===== src/include/spi_port_defs.svh =====
/*
  Register indices, field positions, reset values and codes of the SPI port.
  Assumes inclusion by bare name from the package and the design files.
*/
`ifndef SPI_PORT_DEFS_SVH
`define SPI_PORT_DEFS_SVH

`define SPI_ADDR_W 12
`define SPI_DATA_W 32
// register indices; byte address is four times the index
`define SPI_IDX_CTRL 10'h09A
`define SPI_IDX_DATA 10'h09B
`define SPI_IDX_DRV 10'h09D
`define SPI_IDX_PAI 10'h0A5
`define SPI_IDX_AIE 10'h0A6
`define SPI_IDX_STAT 10'h0C0
`define SPI_IDX_EXT 10'h0D8
`define SPI_RST_BYTE 8'h00
// serial_port_control fields
`define SPI_CPOL_BIT 0
`define SPI_CPHA_BIT 1
`define SPI_MASTER_SELECT_BIT 2
`define SPI_ORDER_BIT 3
`define SPI_RSVD_MASK 8'hEF
`define SPI_DIV_HI 7
`define SPI_DIV_LO 5
// serial_output_drive_control fields
`define SPI_OUTPUT_DRIVE_ENABLE_BIT 3
`define SPI_DRIVE_CHANGE_DEFERRED_BIT 4
`define SPI_CLK_EN_BIT 5
// irq bits, shared by status, mask and enable readback
`define SPI_IRQ_TX_BIT 3
`define SPI_IRQ_RX_BIT 2
`define SPI_EXT_AUX_BIT 4
`define SPI_PAI_NONE 4'h0
`define SPI_PAI_RX 4'h3
`define SPI_PAI_TX 4'h4
`define SPI_AUX_VECTOR 16'h0033
`define SPI_LAST_EDGE 4'hF

`endif


===== src/include/spi_port_pkg.sv =====
/*
  Types of the SPI port: transfer states, pin bundle and core state.
  Assumes spi_port_defs.svh on the include path.
*/
`include "spi_port_defs.svh"

package spi_port_pkg;
  typedef enum logic {XF_IDLE, XF_RUN} xfer_e;

  typedef struct packed {
    logic sck;
    logic mosi;
    logic miso;
  } spi_pin_s;

  typedef struct packed {
    logic [7:0] ctrl;
    logic clk_en;
    logic drv;
    logic drv_pend;
    logic drv_new;
    logic [7:0] txb;
    logic tx_full;
    logic [7:0] rxb;
    logic rx_st;
    logic tx_st;
    logic rx_msk;
    logic tx_msk;
    logic ext_en;
    xfer_e fsm;
    logic [3:0] cnt;
    logic sck;
    logic sck_prev;
    logic ack;
    logic [`SPI_DATA_W-1:0] rdata;
  } core_state_s;
endpackage : spi_port_pkg


===== src/core/spi_clk_div.sv =====
/*
  Half-period tick generator for master SCK: one pulse every 2**code clocks.
  Assumes run is low whenever the count should restart.
*/
`timescale 1ns/10ps
`default_nettype none

module spi_clk_div #(
  parameter int CODE_W = 3,
  parameter int CNT_W = 7
) (
  input wire logic mclk_in,
  input wire logic rst_n_in,
  input wire logic run_in,
  input wire logic [CODE_W-1:0] code_in,
  output logic tick_out
);
  typedef struct packed {
    logic [CNT_W-1:0] cnt;
  } div_state_s;

  div_state_s s_q, s_d;
  logic [CNT_W-1:0] limit;

  always_comb begin
    limit = CNT_W'((CNT_W+1)'(1) << code_in) - CNT_W'(1);
    tick_out = run_in && (s_q.cnt == limit);
    s_d = s_q;
    if (!run_in || tick_out) begin
      s_d.cnt = '0;
    end else begin
      s_d.cnt = s_q.cnt + CNT_W'(1);
    end
  end

  always_ff @(posedge mclk_in or negedge rst_n_in) begin
    if (!rst_n_in) begin
      s_q <= '0;
    end else begin
      s_q <= s_d;
    end
  end
endmodule : spi_clk_div

`default_nettype wire


===== src/core/spi_shift8.sv =====
/*
  Byte shift register with selectable bit order, used for transmit and receive.
  Assumes load and shift are never both needed in one clock.
*/
`timescale 1ns/10ps
`default_nettype none

module spi_shift8 #(
  parameter int W = 8
) (
  input wire logic mclk_in,
  input wire logic rst_n_in,
  input wire logic load_in,
  input wire logic [W-1:0] load_val_in,
  input wire logic shift_in,
  input wire logic bit_in,
  input wire logic lsb_first_in,
  output logic bit_out,
  output logic [W-1:0] data_out
);
  typedef struct packed {
    logic [W-1:0] data;
  } sh_state_s;

  sh_state_s s_q, s_d;

  always_comb begin
    s_d = s_q;
    if (load_in) begin
      s_d.data = load_val_in;
    end else if (shift_in) begin
      s_d.data = lsb_first_in ? {bit_in, s_q.data[W-1:1]} : {s_q.data[W-2:0], bit_in};
    end
    bit_out = lsb_first_in ? s_q.data[0] : s_q.data[W-1];
    data_out = s_q.data;
  end

  always_ff @(posedge mclk_in or negedge rst_n_in) begin
    if (!rst_n_in) begin
      s_q <= '0;
    end else begin
      s_q <= s_d;
    end
  end
endmodule : spi_shift8

`default_nettype wire


===== src/core/spi_port.sv =====
/*
  SPI port with APB register access, master/slave byte engine and irq logic.
  Assumes APB master on mclk_in, pins synchronous to mclk_in, ss_n_in low
  selects the port in slave mode.
*/
// Added by the designer: the APB interface to the registers.
// How it works
// - changing control resets engine and buffers
// - master SCK divides clock by 2..256
// - order bit picks MSB or LSB first
// - role bit chooses slave or master
// - phase bit picks sample and shift edges
// - polarity bit sets idle SCK level
// - one address: write tx, read rx
// - data read/write clears rx/tx irq
// - clock enable gates master SCK driver
// - drive bits: immediate or after byte
// - pending index: 0, 3 rx, 4 tx
// - tx enable masks, reads raw state
// - rx enable masks, reads raw state
// - global aux enable gates irq output
`timescale 1ns/10ps
`default_nettype none
`include "spi_port_defs.svh"

module spi_port
  import spi_port_pkg::*;
#(
  parameter int W = 8
) (
  input wire logic mclk_in,
  input wire logic rst_n_in,
  input wire logic psel_in,
  input wire logic penable_in,
  input wire logic pwrite_in,
  input wire logic [`SPI_ADDR_W-1:0] paddr_in,
  input wire logic [`SPI_DATA_W-1:0] pwdata_in,
  output logic [`SPI_DATA_W-1:0] prdata_out,
  output logic pready_out,
  output logic pslverr_out,
  input wire logic ss_n_in,
  input wire spi_pin_s pins_in,
  output spi_pin_s pins_out,
  output spi_pin_s pins_oe_out,
  output logic irq_out
);
  core_state_s s_q, s_d;

  logic [9:0] idx;
  logic mapped, acc, wr, rd;
  logic [7:0] wb, rbyte;
  logic master, cpha, lsb_first;
  logic tick, edge_ev, sample, shift_tx, done;
  logic tx_load, rx_clear, flush;
  logic tx_bit, din;
  logic [W-1:0] rx_data, rx_next;
  logic [3:0] pending_aux_irq_index;
  logic irq_rx_p, irq_tx_p;

  assign master = s_q.ctrl[`SPI_MASTER_SELECT_BIT];
  assign cpha = s_q.ctrl[`SPI_CPHA_BIT];
  assign lsb_first = s_q.ctrl[`SPI_ORDER_BIT];
  assign idx = paddr_in[`SPI_ADDR_W-1:2];
  assign wb = pwdata_in[7:0];

  // one wait state: read data is registered before pready
  assign acc = psel_in && penable_in;
  // refused accesses neither write nor clear flags
  assign wr = acc && s_q.ack && pwrite_in && mapped;
  assign rd = acc && s_q.ack && !pwrite_in && mapped;
  assign pready_out = s_q.ack;
  assign prdata_out = s_q.rdata;

  always_comb begin
    mapped = (paddr_in[1:0] == 2'b00);
    case (idx)
      `SPI_IDX_CTRL, `SPI_IDX_DATA, `SPI_IDX_DRV, `SPI_IDX_PAI,
      `SPI_IDX_AIE, `SPI_IDX_STAT, `SPI_IDX_EXT: begin
      end
      default: begin
        mapped = 1'b0;
      end
    endcase
  end
  assign pslverr_out = s_q.ack && !mapped;

  spi_clk_div u_div (
    .mclk_in(mclk_in),
    .rst_n_in(rst_n_in),
    .run_in(master && (s_q.fsm == XF_RUN) && !flush),
    .code_in(s_q.ctrl[`SPI_DIV_HI:`SPI_DIV_LO]),
    .tick_out(tick)
  );

  // master edges come from the divider, slave edges from the sampled pin
  always_comb begin
    if (master) begin
      edge_ev = tick;
    end else begin
      edge_ev = (s_q.fsm == XF_RUN) && !ss_n_in && (pins_in.sck != s_q.sck_prev);
    end
  end

  assign sample = edge_ev && (s_q.cnt[0] == cpha);
  assign shift_tx = edge_ev && (s_q.cnt[0] != cpha) && !(cpha && s_q.cnt == 4'h0);
  assign done = edge_ev && (s_q.cnt == `SPI_LAST_EDGE);
  assign din = master ? pins_in.miso : pins_in.mosi;
  assign flush = wr && (idx == `SPI_IDX_CTRL) && ((wb & `SPI_RSVD_MASK) != s_q.ctrl);

  always_comb begin
    tx_load = 1'b0;
    rx_clear = 1'b0;
    if (flush) begin
      tx_load = 1'b1;
      rx_clear = 1'b1;
    end else if (s_q.fsm == XF_IDLE) begin
      if (master ? s_q.tx_full : !ss_n_in) begin
        tx_load = 1'b1;
        rx_clear = 1'b1;
      end
    end else if (done && !master) begin
      tx_load = 1'b1;
    end
  end

  spi_shift8 #(.W(W)) u_tx (
    .mclk_in(mclk_in),
    .rst_n_in(rst_n_in),
    .load_in(tx_load),
    .load_val_in(flush ? `SPI_RST_BYTE : s_q.txb),
    .shift_in(shift_tx),
    .bit_in(1'b0),
    .lsb_first_in(lsb_first),
    .bit_out(tx_bit),
    .data_out()
  );

  spi_shift8 #(.W(W)) u_rx (
    .mclk_in(mclk_in),
    .rst_n_in(rst_n_in),
    .load_in(rx_clear),
    .load_val_in(`SPI_RST_BYTE),
    .shift_in(sample),
    .bit_in(din),
    .lsb_first_in(lsb_first),
    .bit_out(),
    .data_out(rx_data)
  );

  // last sample of a phase-one byte lands on the done edge itself
  always_comb begin
    rx_next = rx_data;
    if (sample) begin
      rx_next = lsb_first ? {din, rx_data[W-1:1]} : {rx_data[W-2:0], din};
    end
  end

  assign irq_rx_p = s_q.rx_st && s_q.rx_msk;
  assign irq_tx_p = s_q.tx_st && s_q.tx_msk;

  always_comb begin
    if (irq_rx_p) begin
      pending_aux_irq_index = `SPI_PAI_RX;
    end else if (irq_tx_p) begin
      pending_aux_irq_index = `SPI_PAI_TX;
    end else begin
      pending_aux_irq_index = `SPI_PAI_NONE;
    end
  end

  always_comb begin
    rbyte = `SPI_RST_BYTE;
    case (idx)
      `SPI_IDX_CTRL: rbyte = s_q.ctrl;
      `SPI_IDX_DATA: rbyte = s_q.rxb;
      `SPI_IDX_DRV: begin
        rbyte[`SPI_CLK_EN_BIT] = s_q.clk_en;
        rbyte[`SPI_DRIVE_CHANGE_DEFERRED_BIT] = s_q.drv_pend;
        rbyte[`SPI_OUTPUT_DRIVE_ENABLE_BIT] = s_q.drv_pend ? s_q.drv_new : s_q.drv;
      end
      `SPI_IDX_PAI: rbyte[3:0] = pending_aux_irq_index;
      `SPI_IDX_AIE: begin
        rbyte[`SPI_IRQ_TX_BIT] = s_q.tx_st;
        rbyte[`SPI_IRQ_RX_BIT] = s_q.rx_st;
      end
      `SPI_IDX_STAT: begin
        rbyte[`SPI_IRQ_TX_BIT] = s_q.tx_st;
        rbyte[`SPI_IRQ_RX_BIT] = s_q.rx_st;
      end
      `SPI_IDX_EXT: rbyte[`SPI_EXT_AUX_BIT] = s_q.ext_en;
      default: rbyte = `SPI_RST_BYTE;
    endcase
  end

  always_comb begin
    s_d = s_q;
    s_d.sck_prev = pins_in.sck;
    s_d.ack = acc && !s_q.ack;
    if (acc && !s_q.ack) begin
      s_d.rdata = {{(`SPI_DATA_W-8){1'b0}}, (mapped ? rbyte : `SPI_RST_BYTE)};
    end
    // engine
    case (s_q.fsm)
      XF_IDLE: begin
        s_d.cnt = 4'h0;
        s_d.sck = 1'b0;
        if (tx_load) begin
          s_d.fsm = XF_RUN;
        end
      end
      XF_RUN: begin
        if (!master && ss_n_in) begin
          s_d.fsm = XF_IDLE;
        end else if (edge_ev) begin
          s_d.cnt = s_q.cnt + 4'h1;
          s_d.sck = master ? !s_q.sck : s_q.sck;
          if (done && master) begin
            s_d.fsm = XF_IDLE;
          end
        end
      end
      default: s_d.fsm = XF_IDLE;
    endcase
    if (done) begin
      s_d.rxb = rx_next;
      if (s_q.drv_pend) begin
        s_d.drv = s_q.drv_new;
        s_d.drv_pend = 1'b0;
      end
    end
    if (s_q.drv_pend && s_q.fsm == XF_IDLE) begin
      s_d.drv = s_q.drv_new;
      s_d.drv_pend = 1'b0;
    end
    if (tx_load && !flush) begin
      s_d.tx_full = 1'b0;
    end
    // software clears first, hardware sets win below
    if (rd && idx == `SPI_IDX_DATA) begin
      s_d.rx_st = 1'b0;
    end
    if (wr) begin
      case (idx)
        `SPI_IDX_CTRL: s_d.ctrl = wb & `SPI_RSVD_MASK;
        `SPI_IDX_DATA: begin
          s_d.txb = wb;
          s_d.tx_full = 1'b1;
          s_d.tx_st = 1'b0;
        end
        `SPI_IDX_DRV: begin
          s_d.clk_en = wb[`SPI_CLK_EN_BIT];
          if (wb[`SPI_DRIVE_CHANGE_DEFERRED_BIT] && s_q.fsm == XF_RUN) begin
            s_d.drv_pend = 1'b1;
            s_d.drv_new = wb[`SPI_OUTPUT_DRIVE_ENABLE_BIT];
          end else begin
            s_d.drv_pend = 1'b0;
            s_d.drv = wb[`SPI_OUTPUT_DRIVE_ENABLE_BIT];
          end
        end
        `SPI_IDX_AIE: begin
          s_d.tx_msk = wb[`SPI_IRQ_TX_BIT];
          s_d.rx_msk = wb[`SPI_IRQ_RX_BIT];
        end
        `SPI_IDX_STAT: begin
          s_d.tx_st = s_q.tx_st && !wb[`SPI_IRQ_TX_BIT];
          s_d.rx_st = s_q.rx_st && !wb[`SPI_IRQ_RX_BIT];
        end
        `SPI_IDX_EXT: s_d.ext_en = wb[`SPI_EXT_AUX_BIT];
        default: begin
        end
      endcase
    end
    if (done) begin
      s_d.rx_st = 1'b1;
    end
    if (tx_load && !flush && (master || s_q.tx_full)) begin
      s_d.tx_st = 1'b1;
    end
    if (flush) begin
      s_d.fsm = XF_IDLE;
      s_d.cnt = 4'h0;
      s_d.sck = 1'b0;
      s_d.tx_full = 1'b0;
    end
  end

  always_ff @(posedge mclk_in or negedge rst_n_in) begin
    if (!rst_n_in) begin
      s_q <= '0;
    end else begin
      s_q <= s_d;
    end
  end

  // pins: master drives sck and mosi, slave drives miso
  always_comb begin
    pins_out.sck = s_q.ctrl[`SPI_CPOL_BIT] ^ s_q.sck;
    pins_out.mosi = tx_bit;
    pins_out.miso = tx_bit;
    pins_oe_out.sck = master && s_q.clk_en;
    pins_oe_out.mosi = master && s_q.drv;
    pins_oe_out.miso = !master && s_q.drv;
  end

  assign irq_out = s_q.ext_en && (irq_rx_p || irq_tx_p);

  idle_sck_a: assert property (@(posedge mclk_in) disable iff (!rst_n_in)
    (s_q.fsm == XF_IDLE) |-> pins_out.sck == s_q.ctrl[`SPI_CPOL_BIT])
    else $error("sck not at idle level");
  sck_driver_a: assert property (@(posedge mclk_in) disable iff (!rst_n_in)
    (wr && idx == `SPI_IDX_DRV) |=>
      pins_oe_out.sck == (master && $past(wb[`SPI_CLK_EN_BIT])))
    else $error("sck driven while disabled");
  rx_done_a: assert property (@(posedge mclk_in) disable iff (!rst_n_in)
    done |=> s_q.rx_st && s_q.rxb == $past(rx_next))
    else $error("byte done without rx flag");
  data_read_a: assert property (@(posedge mclk_in) disable iff (!rst_n_in)
    (rd && idx == `SPI_IDX_DATA && !done) |=> !s_q.rx_st)
    else $error("rx flag not cleared by read");
  ctrl_flush_a: assert property (@(posedge mclk_in) disable iff (!rst_n_in)
    flush |=> s_q.fsm == XF_IDLE && s_q.cnt == 4'h0 && !s_q.tx_full)
    else $error("control change did not reset");
  pend_index_a: assert property (@(posedge mclk_in) disable iff (!rst_n_in)
    (s_q.rx_st && s_q.rx_msk) |-> pending_aux_irq_index == `SPI_PAI_RX)
    else $error("pending index wrong");
  irq_gate_a: assert property (@(posedge mclk_in) disable iff (!rst_n_in)
    irq_out == (s_q.ext_en && pending_aux_irq_index != `SPI_PAI_NONE))
    else $error("irq without enabled source");
  drive_now_a: assert property (@(posedge mclk_in) disable iff (!rst_n_in)
    (wr && idx == `SPI_IDX_DRV && !wb[`SPI_DRIVE_CHANGE_DEFERRED_BIT]) |=>
      s_q.drv == $past(wb[`SPI_OUTPUT_DRIVE_ENABLE_BIT]))
    else $error("immediate drive not applied");
  half_period_a: assert property (@(posedge mclk_in) disable iff (!rst_n_in)
    (master && s_q.fsm == XF_RUN && s_q.ctrl[`SPI_DIV_HI:`SPI_DIV_LO] == 3'h1 && tick)
      |=> !tick ##1 (tick || s_q.fsm == XF_IDLE || flush))
    else $error("divide by four half period wrong");

  master_byte_c: cover property (@(posedge mclk_in) disable iff (!rst_n_in)
    done && master);
  slave_byte_c: cover property (@(posedge mclk_in) disable iff (!rst_n_in)
    done && !master);
  irq_fire_c: cover property (@(posedge mclk_in) disable iff (!rst_n_in)
    $rose(irq_out));
endmodule : spi_port

`default_nettype wire


===== config.mk =====
export PLATFORM = sky130hd
export DESIGN_NAME = spi_port
export DESIGN_NICKNAME = d
export VERILOG_FILES = /design/src/include/spi_port_pkg.sv /design/src/core/spi_clk_div.sv /design/src/core/spi_shift8.sv /design/src/core/spi_port.sv
export VERILOG_INCLUDE_DIRS = /design/src /design/src/include
export SDC_FILE = /design/constraint.sdc
export NUM_CORES = 1
export LEC_CHECK = 0
export ABC_AREA = 1
export ABC_CLOCK_PERIOD_IN_PS = 2450
export BUFFER_PORTS_ARGS = -buffer_cell sky130_fd_sc_hd__buf_2
export CAP_MARGIN = 20
export CORE_MARGIN = 10
export CORE_UTILIZATION = 50
export DETAILED_ROUTE_END_ITERATION = 12
export MAX_ROUTING_LAYER = met4
export PLACE_DENSITY = 0.77
export SYNTH_ARGS = -nofsm -noshare
export SYNTH_HDL_FRONTEND = slang
export SYNTH_SLANG_ARGS = --single-unit

===== constraint.sdc =====
create_clock -name mclk_in -period 2.45 [get_ports mclk_in]
set_input_delay 0.1225 -clock mclk_in [delete_from_list [all_inputs] [get_ports mclk_in]]
set_output_delay 0.1225 -clock mclk_in [all_outputs]
set_load 0.1 [all_outputs]

==> parameters.txt, run 1 <==
Parameter                              Value

Timing
  Sum of negative setup slack    -0.7106 ns
  Slew Limit Headroom    53.23%
  Final cycle utilization of the critical path    103.2%
  Final Critical Period    about 2.5 ns
  Total count of hold-check failures in the final report    0
  Least-Margin Pin Slew    slightly below 0.7 ns
  Final-report setup violation count    22
  Final worst slack    -0.07943 ns
  Final Slew Violations    0
  Worst-case clock skew    about 0.0084 ns
  Fmax    just under 400 MHz
  RSZ-0062 raised after global routing    yes

Die
  Floorplan core area    0.008763 mm^2
  Effective utilization at floorplan    between 50% and 60%
  Number of top-level pins    94
  Die width    ~120 um
  Height of the die    ~120 um
  Number of rows in the core area    34
  Die Area    approximately 0.013 mm^2

Synthesis
  Mean instance size in the synthesized netlist    between 7 and 8 um^2
  Cell accounting for the most synthesized area    sky130_fd_sc_hd__dfrtp_1
  Library cells used by synthesis    43
  Simple-gate area share of the yosys netlist    29.47%
  Share of cell area taken by muxes after synthesis    less than 1%
  Gate count of the mapped netlist    around 600
  Cell types with the largest area share after synthesis    sky130_fd_sc_hd__dfrtp_1 40%, sky130_fd_sc_hd__nand2_1 12%, sky130_fd_sc_hd__inv_1 6.4%, sky130_fd_sc_hd__buf_4 6.1%, sky130_fd_sc_hd__nor2_1 5.8%
  Combined area of all synthesized cells    0.004517 mm^2
  Area share of the largest cell type after synthesis    between 30% and 40%
  Synthesized-area fraction occupied by ao, oa, aoi and oai cells    a little over a tenth
  Yosys Warn Count    0
  Count of flip-flops with a built-in enable after synthesis    0
  Total of flip-flops plus latches after synthesis    approximately 70
  Arithmetic-cell share of the synthesized area counting full adders, half adders and majority gates    1.108%
  Top_reg_cell synth    sky130_fd_sc_hd__dfrtp_1
  Largest family of logic cells by synthesized area    simple AND/OR/NAND/NOR gates
  Proportion of register bits with asynchronous set or reset after synthesis    100.0%
  Xor and xnor fraction of the mapped netlist area    2.909%
  Sequential element share of the synthesized area    39.89%

Worst setup path
  Maximum fanout along the worst path    6
  Arrival time reported for the critical path endpoint    about 2.8 ns
  Kind of critical path    register to register
  Startpoint of the worst setup timing path    s_q[72]
  Register-to-Register Setup Slack    -0.08 ns
  Worst EP required    around 2.7 ns
  Endpoint type of the worst setup path    register
  Worst r2r path cells    16
  Kind of start point of the critical path    register
  Worst r2r src    s_q[72]
  Capture instance of the worst register-to-register path    s_q[39]

Clocking
  H-Tree Level Count    3
  Clock transition at the register clock pins on the worst setup and hold paths after CTS    around 0.07 ns
  Number of buffers inserted during clock tree synthesis    9
  Count of clock tree sinks    between 70 and 80
  Clock tree root buffer cell    sky130_fd_sc_hd__clkbuf_8
  Clock latency at the later pin of the worst-skew pair    approximately 0.35 ns
  Buffer levels on the longest clock path    2
  CTS tree    done

Finish
  Footprint of the flip-flops and latches    between 0.0015 and 0.002 mm^2
  Layout Area Growth over Synthesis    16.45%
  Final std cell area, no fill    0.005260 mm^2
  Final core utilization    60.02%
  Multi-input gate area    0.002272 mm^2
  Layout filler cell count    between 700 and 800
  Final Instance Count excl. Fillers    787
  Count of nets after finishing    between 700 and 800
  Layout cells sized above 1    between 20% and 30%
  Count of inserted antenna diode cells    0

Global routing
  Global-route wire length before repair    about 18 mm
  Antenna violations before repair    0
  Maximum number of pins on one net before global-route repair    46
  Met3 track demand over resource    around 3.6%
  Global-route layer with the greatest usage    met2
  Global routing met2 resource utilization    26.46%
  Met1 GRT Util    between 20% and 30%
  Overflow after GRT    0
  Overall Global Routing Usage    17.05%
  Number of global-route vias before repair    3,842

Place
  Cell area reported after detailed placement    roughly 0.0048 mm^2
  Half-perimeter wire length of the detailed placement result    8.069 mm
  Post-Place Worst Slack    -0.1696 ns
  Count of port buffers added during placement    45
  GP Congestion    0.9324
  Placed cells    762

Pwr
  Psw    1.393 mW
  Cell internal pwr    approximately 2.2 mW
  Register share of total power    40.6%
  Proportion of total power due to net switching    around two fifths
  Fraction of power consumed by combinational cells    between 30 and 40%
  Power share of the clock group    between 20% and 30%
  Standby leakage power    ~2.7 nW
  Pwr per Cell Area    ~680 mW/mm^2
  Maximum resistive drop on vdd    ~0.4 mV

Detailed routing
  Number of vias after detailed routing    4,116
  Final wirelength    roughly 11 mm
  First-pass iteration count of the detailed router    6
  Final ANT Viol Nets    0
  Number of DRC markers in iteration 0    255
  Count of unresolved DRC violations after routing    0
  Average routed wire per standard cell    14.07 um
  Via-per-instance ratio    5.230

Hold path
  Worst hold path type    input port to register
  Start point of the worst min-delay path    pwdata_in[1]
  Hold depth    3
  End point of the worst hold path    s_q[55]

Run status
  Outcome    finished, violations left
  Failing checks    setup timing

Flow run
  Max-cap violations    0
## layout make-up
cell class | count | share of cell area [%]
clock inverters | 5 | 1.047
inverters | 85 | 6.208
repair inverters | 1 | 0.1427
multi-input cells | 434 | 43.20
well taps | 108 | 2.569
clock buffers | 11 | 2.878
flip-flops and latches | 72 | 34.28
repair buffers | 71 | 9.681
## worst max-delay path by stage
stage / end / slack [ns] / depth (start not counted)
after floorplan: s_q[51] / 0.02 / 18
after global placement: s_q[52] / -0.06 / 16
after detailed placement: s_q[52] / -0.17 / 16
after CTS: u_tx.data_out[1] / -0.09 / 17
after global routing: u_tx.data_out[6] / -0.21 / 17
final: s_q[39] / -0.08 / 16
## cells in the final DEF, fill, tap and decap left out, drive strengths merged, types with 3 or more instances in the layout
cell,Yosys,final
xnor2,5,5
nor2,73,73
inv,85,85
nand2,154,155
a22oi,3,3
nor3,6,6
dfrtp,72,72
buf,44,67
nand4,6,6
nor4,5,5
clkbuf,6,12
ha,4,4
xor2,10,10
clkinvlp,0,3
a21oi,17,17
conb,1,24
nand3,48,48
o21ai,62,62
## power groups by stage
stage	registers, mW	logic, mW	clock network (mW)
finish	1.44	1.14	0.966
global route	1.46	1.25	1.04
CTS	1.43	1.06	0.979
detailed placement	1.46	1.02	0
global placement	1.45	1.00	0
floorplan	1.44	0.870	0
## what timing repair did
item | 4_1_cts | 5_1_grt
gates cloned | 3 | 1
setup buffers | 1 | 2
hold buffers | 2 | 0
endpoints found under the hold margin | 28 | 0
gates resized for setup | 12 | 30
pin swaps | 13 | 25
endpoints found under the setup margin | 33 | 35
## critical path, cell delays in order (launching register included)
cell                      delay [ns]
sky130_fd_sc_hd__dfrtp_1        0.42
sky130_fd_sc_hd__nor2_4         0.15
sky130_fd_sc_hd__nand2_2        0.09
sky130_fd_sc_hd__ha_4           0.25
sky130_fd_sc_hd__xnor2_2        0.13
sky130_fd_sc_hd__nor3_2         0.15
sky130_fd_sc_hd__o21ai_1        0.09
sky130_fd_sc_hd__nor2_1         0.12
sky130_fd_sc_hd__nand2_1        0.09
sky130_fd_sc_hd__nor2_2         0.12
sky130_fd_sc_hd__nand3_2        0.11
sky130_fd_sc_hd__nand2_4        0.13
sky130_fd_sc_hd__nand3_4        0.14
sky130_fd_sc_hd__buf_12         0.19
sky130_fd_sc_hd__nand2_4        0.05
sky130_fd_sc_hd__o21ai_0        0.08
sky130_fd_sc_hd__nor2_1         0.13
## flip-flops by register name, indices dropped and copies added (netlist names)
name,cells
s_q,37
prdata_out,8
u_rx.data_out,8
u_tx.data_out,8
u_div.s_q,7
cpha,1
lsb_first,1
master,1
pready_out,1
## cells by family (layout without fill, tap and decap cells)
family | Yosys count | in the layout
fa+ha+maj | 4 | 4
xor+xnor | 15 | 15
mux | 3 | 3
flops | 72 | 72
buf+inv | 135 | 173
compound gates | 88 | 88
other cells | 1 | 24
simple gates | 299 | 300
## through the flow
| stage | hold WS (ns) | power (mW) |
|---|---|---|
| floorplan | -0.1731 | 2.307 |
| global placement | 0.1801 | 2.453 |
| detailed placement | 0.1866 | 2.479 |
| CTS | 0.05554 | 3.473 |
| global route | 0.08359 | 3.752 |
| finish | 0.05977 | 3.554 |
## Yosys cell counts, drive strengths merged (3+ instances only)
cell type  count
nand2        154
inv           85
nor2          73
dfrtp         72
o21ai         62
nand3         48
buf           44
a21oi         17
xor2          10
clkbuf         6
nand4          6
nor3           6
nor4           5
xnor2          5
ha             4
a22oi          3
## routing by layer
| layer | wire [um] | up-vias |
|---|---|---|
| met5 | 0 | - |
| met4 | 196 | 0 |
| met3 | 763 | 18 |
| met2 | 5365 | 140 |
| met1 | 4750 | 1939 |
| li1 | - | 2019 |
No activity file was read; power rests on OpenSTA's default activity.
==> inputs of run 2 (changes only) <==
--- a/config.mk
+++ b/config.mk
@@ -8,13 +8,13 @@
 export LEC_CHECK = 0
 export ABC_AREA = 1
 export ABC_CLOCK_PERIOD_IN_PS = 2450
-export BUFFER_PORTS_ARGS = -buffer_cell sky130_fd_sc_hd__buf_2
 export CAP_MARGIN = 20
 export CORE_MARGIN = 10
-export CORE_UTILIZATION = 50
+export CORE_UTILIZATION = 55
 export DETAILED_ROUTE_END_ITERATION = 12
+export DONT_BUFFER_PORTS = 1
 export MAX_ROUTING_LAYER = met4
-export PLACE_DENSITY = 0.77
+export PLACE_DENSITY = 0.73
 export SYNTH_ARGS = -nofsm -noshare
 export SYNTH_HDL_FRONTEND = slang
 export SYNTH_SLANG_ARGS = --single-unit
==> parameters.txt, run 2 (synthesis gave the netlist of run 1 again) <==
Parameter                              Value

Die
  Die width    between 100 and 150 um
  Number of top-level pins    94
  Effective utilization at floorplan    between 50% and 60%
  Die Area    between 0.01 and 0.015 mm^2
  Height of the die    between 100 and 150 um
  Floorplan core area    0.007848 mm^2
  Number of rows in the core area    32

Pwr
  Pwr per Cell Area    roughly 670 mW/mm^2
  Total power of the final layout    3.642 mW
  Standby leakage power    ~2.6 nW
  Maximum resistive drop on vdd    between 0.4 and 0.5 mV

Worst setup path
  Cell type of the slowest stage on the worst timing path    sky130_fd_sc_hd__dfrtp_1
  Worst EP required    around 2.8 ns
  Kind of critical path    register to register
  CP most frequent cell    sky130_fd_sc_hd__buf_4
  Endpoint type of the worst setup path    register
  Largest delay contributor family on the critical path    buffers and inverters
  Kind of start point of the critical path    register
  Arrival time reported for the critical path endpoint    between 2 and 3 ns
  Max incr delay on CP    0.41 ns
  Buf+Inv Stages, Crit Path    8
  Maximum fanout along the worst path    5
  Crit path cell chain    nor2_4, buf_4, buf_4, buf_4, buf_4, buf_4, buf_4, inv_2, a21oi_2, xor2_1, nor2_2, nand3_2, nand2_4, nand3_4, buf_6, nand2_4, nand2_2, nand2_1, nand2_1, nand2_1

Finish
  Flip-flop count of the largest register, all copies and words added    37
  Layout Area Growth over Synthesis    20.58%
  Final Instance Count excl. Fillers    about 780
  Layout cells sized above 1    between 20% and 30%
  Largest reg by FF count    s_q
  Footprint of the flip-flops and latches    between 0.0015 and 0.002 mm^2
  Count of inserted antenna diode cells    0
  Most common library cell in the layout ignoring fill and taps    sky130_fd_sc_hd__nand2_1
  Most used cells in the layout excluding fill and tap cells    131 x sky130_fd_sc_hd__nand2_1, 75 x sky130_fd_sc_hd__inv_1, 71 x sky130_fd_sc_hd__dfrtp_1
  Layout filler cell count    approximately 640
  Final core utilization    69.40%
  Multi-input gate area    approximately 0.0024 mm^2
  Count of nets after finishing    around 730

Clocking
  Count of clock tree sinks    72
  Buffer levels on the longest clock path    2
  H-Tree Level Count    3
  Clock tree root buffer cell    sky130_fd_sc_hd__clkbuf_8
  Clock latency at the later pin of the worst-skew pair    between 0.3 and 0.4 ns
  CTS tree    done
  Clock transition at the register clock pins on the worst setup and hold paths after CTS    ~0.080 ns
  Number of buffers inserted during clock tree synthesis    9

Timing
  Final Slew Violations    0
  Fmax    around 380 MHz
  Least-Margin Pin Slew    0.7333 ns
  Final cycle utilization of the critical path    107.0%
  RSZ-0062 raised after global routing    yes
  Slew Limit Headroom    approximately 51%
  Total count of hold-check failures in the final report    1
  Final-report setup violation count    30
  Final worst slack    -0.1706 ns
  WHS    -0.001458 ns
  Final Critical Period    2.621 ns
  Worst-case clock skew    0.01280 ns

Detailed routing
  Average routed wire per standard cell    15.62 um
  Final ANT Viol Nets    0
  Via-per-instance ratio    5.422
  Final wirelength    12.11 mm
  Count of unresolved DRC violations after routing    0
  Number of vias after detailed routing    about 4.2k
  Number of DRC markers in iteration 0    about 260
  First-pass iteration count of the detailed router    5

Global routing
  Maximum number of pins on one net before global-route repair    73
  Number of global-route vias before repair    4,055
  Overflow after GRT    0
  Antenna violations before repair    0
  Overall Global Routing Usage    between 10% and 20%
  Global-route wire length before repair    about 19 mm

Place
  Half-perimeter wire length of the detailed placement result    7.961 mm
  Placed cells    about 730
  Count of port buffers added during placement    0
  GP Congestion    ~0.93

Run status
  Failing checks    hold timing, setup timing
  Outcome    finished, violations left

Flow run
  Max-cap violations    0

Hold path
  Worst hold path type    input port to register
==> run 2: cell count changes in the layout (fill, tap and decap cells not counted), sizes merged <==
cell | previous run | this run
clkinv | 2 | 1
bufbuf | 1 | 0
clkbuf | 12 | 11
inv | 85 | 86
clkinvlp | 3 | 4
buf | 67 | 55
dlygate4sd3 | 2 | 9
==> run 2: metrics by stage <==
step / TNS [ns] / cell area [um^2] / setup WS, ns / hold WS, ns
final: -2.434 / 5446 / -0.1706 / -0.001458
after detailed placement: -3.085 / 4703 / -0.1505 / -0.1713
after floorplan: 0 / 4604 / 0.02454 / -0.1731
after global routing: -5.748 / 5446 / -0.2478 / 0.01486
after global placement: -0.8756 / 4703 / -0.06304 / -0.1710
after CTS: -0.3724 / 5290 / -0.03721 / 0.001504
==> run 2: layout make-up <==
type                            count  area share, %
Timing Repair Buffer               65          10.89
Tap cell                          102          2.343
Inverter                           85          5.996
Clock inverter                      6          1.218
Clock buffer                       10          2.527
Timing Repair inverter              1         0.1378
Multi-Input combinational cell    434          43.79
Sequential cell                    72          33.10
==> run 2: path summary, 6_finish.rpt <==
kind	to	cells after the start	startpoint	slack, ns
worst min-delay path	s_q[43]	3	pwdata_in[3]	-0.001
worst max-delay path	u_tx.data_out[3]	20	s_q[72]	-0.17
min in group asynchronous	master	2	rst_n_in	0.33
max in group asynchronous	u_tx.data_out[7]	2	rst_n_in	1.81
worst min register to register	s_q[62]	2	s_q[62]	0.49
worst max register to register	u_tx.data_out[3]	20	s_q[72]	-0.17
==> run 2: layer usage <==
| metal | GRT usage [%] | wire, um | share of wire, % | vias to the layer above |
|---|---|---|---|---|
| li1 | - | - | - | 1997 |
| met2 | 31.49 | 5986 | 49 | 189 |
| met5 | - | 0 | 0 | - |
| met3 | 5.889 | 1003 | 8.3 | 27 |
| met4 | 5.959 | 257 | 2.1 | 0 |
| met1 | 22.56 | 4862 | 40 | 1989 |
==> run 2: what timing repair did <==
action / in CTS / in global routing
setup buffers: 13 / 2
resized for setup: 34 / 37
hold buffers: 10 / 0
hold endpoints to repair: 89 / 0
gates cloned: 5 / 0
setup endpoints to repair: 33 / 35
pin swaps: 15 / 18
==> run 2: report_power, final <==
group | internal (mW) | switching (mW)
logic | 0.352 | 0.850
clock network | 0.499 | 0.486
registers | 1.33 | 0.124
total | 2.18 | 1.46
==> run 2: worst register-to-register path: stages (launching register included) <==
cell                      delay (ns)
sky130_fd_sc_hd__dfrtp_1        0.41
sky130_fd_sc_hd__nor2_4         0.06
sky130_fd_sc_hd__buf_4          0.13
sky130_fd_sc_hd__buf_4          0.13
sky130_fd_sc_hd__buf_4          0.12
sky130_fd_sc_hd__buf_4          0.12
sky130_fd_sc_hd__buf_4          0.12
sky130_fd_sc_hd__buf_4          0.12
sky130_fd_sc_hd__inv_2          0.05
sky130_fd_sc_hd__a21oi_2        0.05
sky130_fd_sc_hd__xor2_1         0.18
sky130_fd_sc_hd__nor2_2         0.15
sky130_fd_sc_hd__nand3_2        0.11
sky130_fd_sc_hd__nand2_4        0.13
sky130_fd_sc_hd__nand3_4        0.16
sky130_fd_sc_hd__buf_6          0.18
sky130_fd_sc_hd__nand2_4        0.08
sky130_fd_sc_hd__nand2_2        0.06
sky130_fd_sc_hd__nand2_1        0.06
sky130_fd_sc_hd__nand2_1        0.07
sky130_fd_sc_hd__nand2_1        0.07
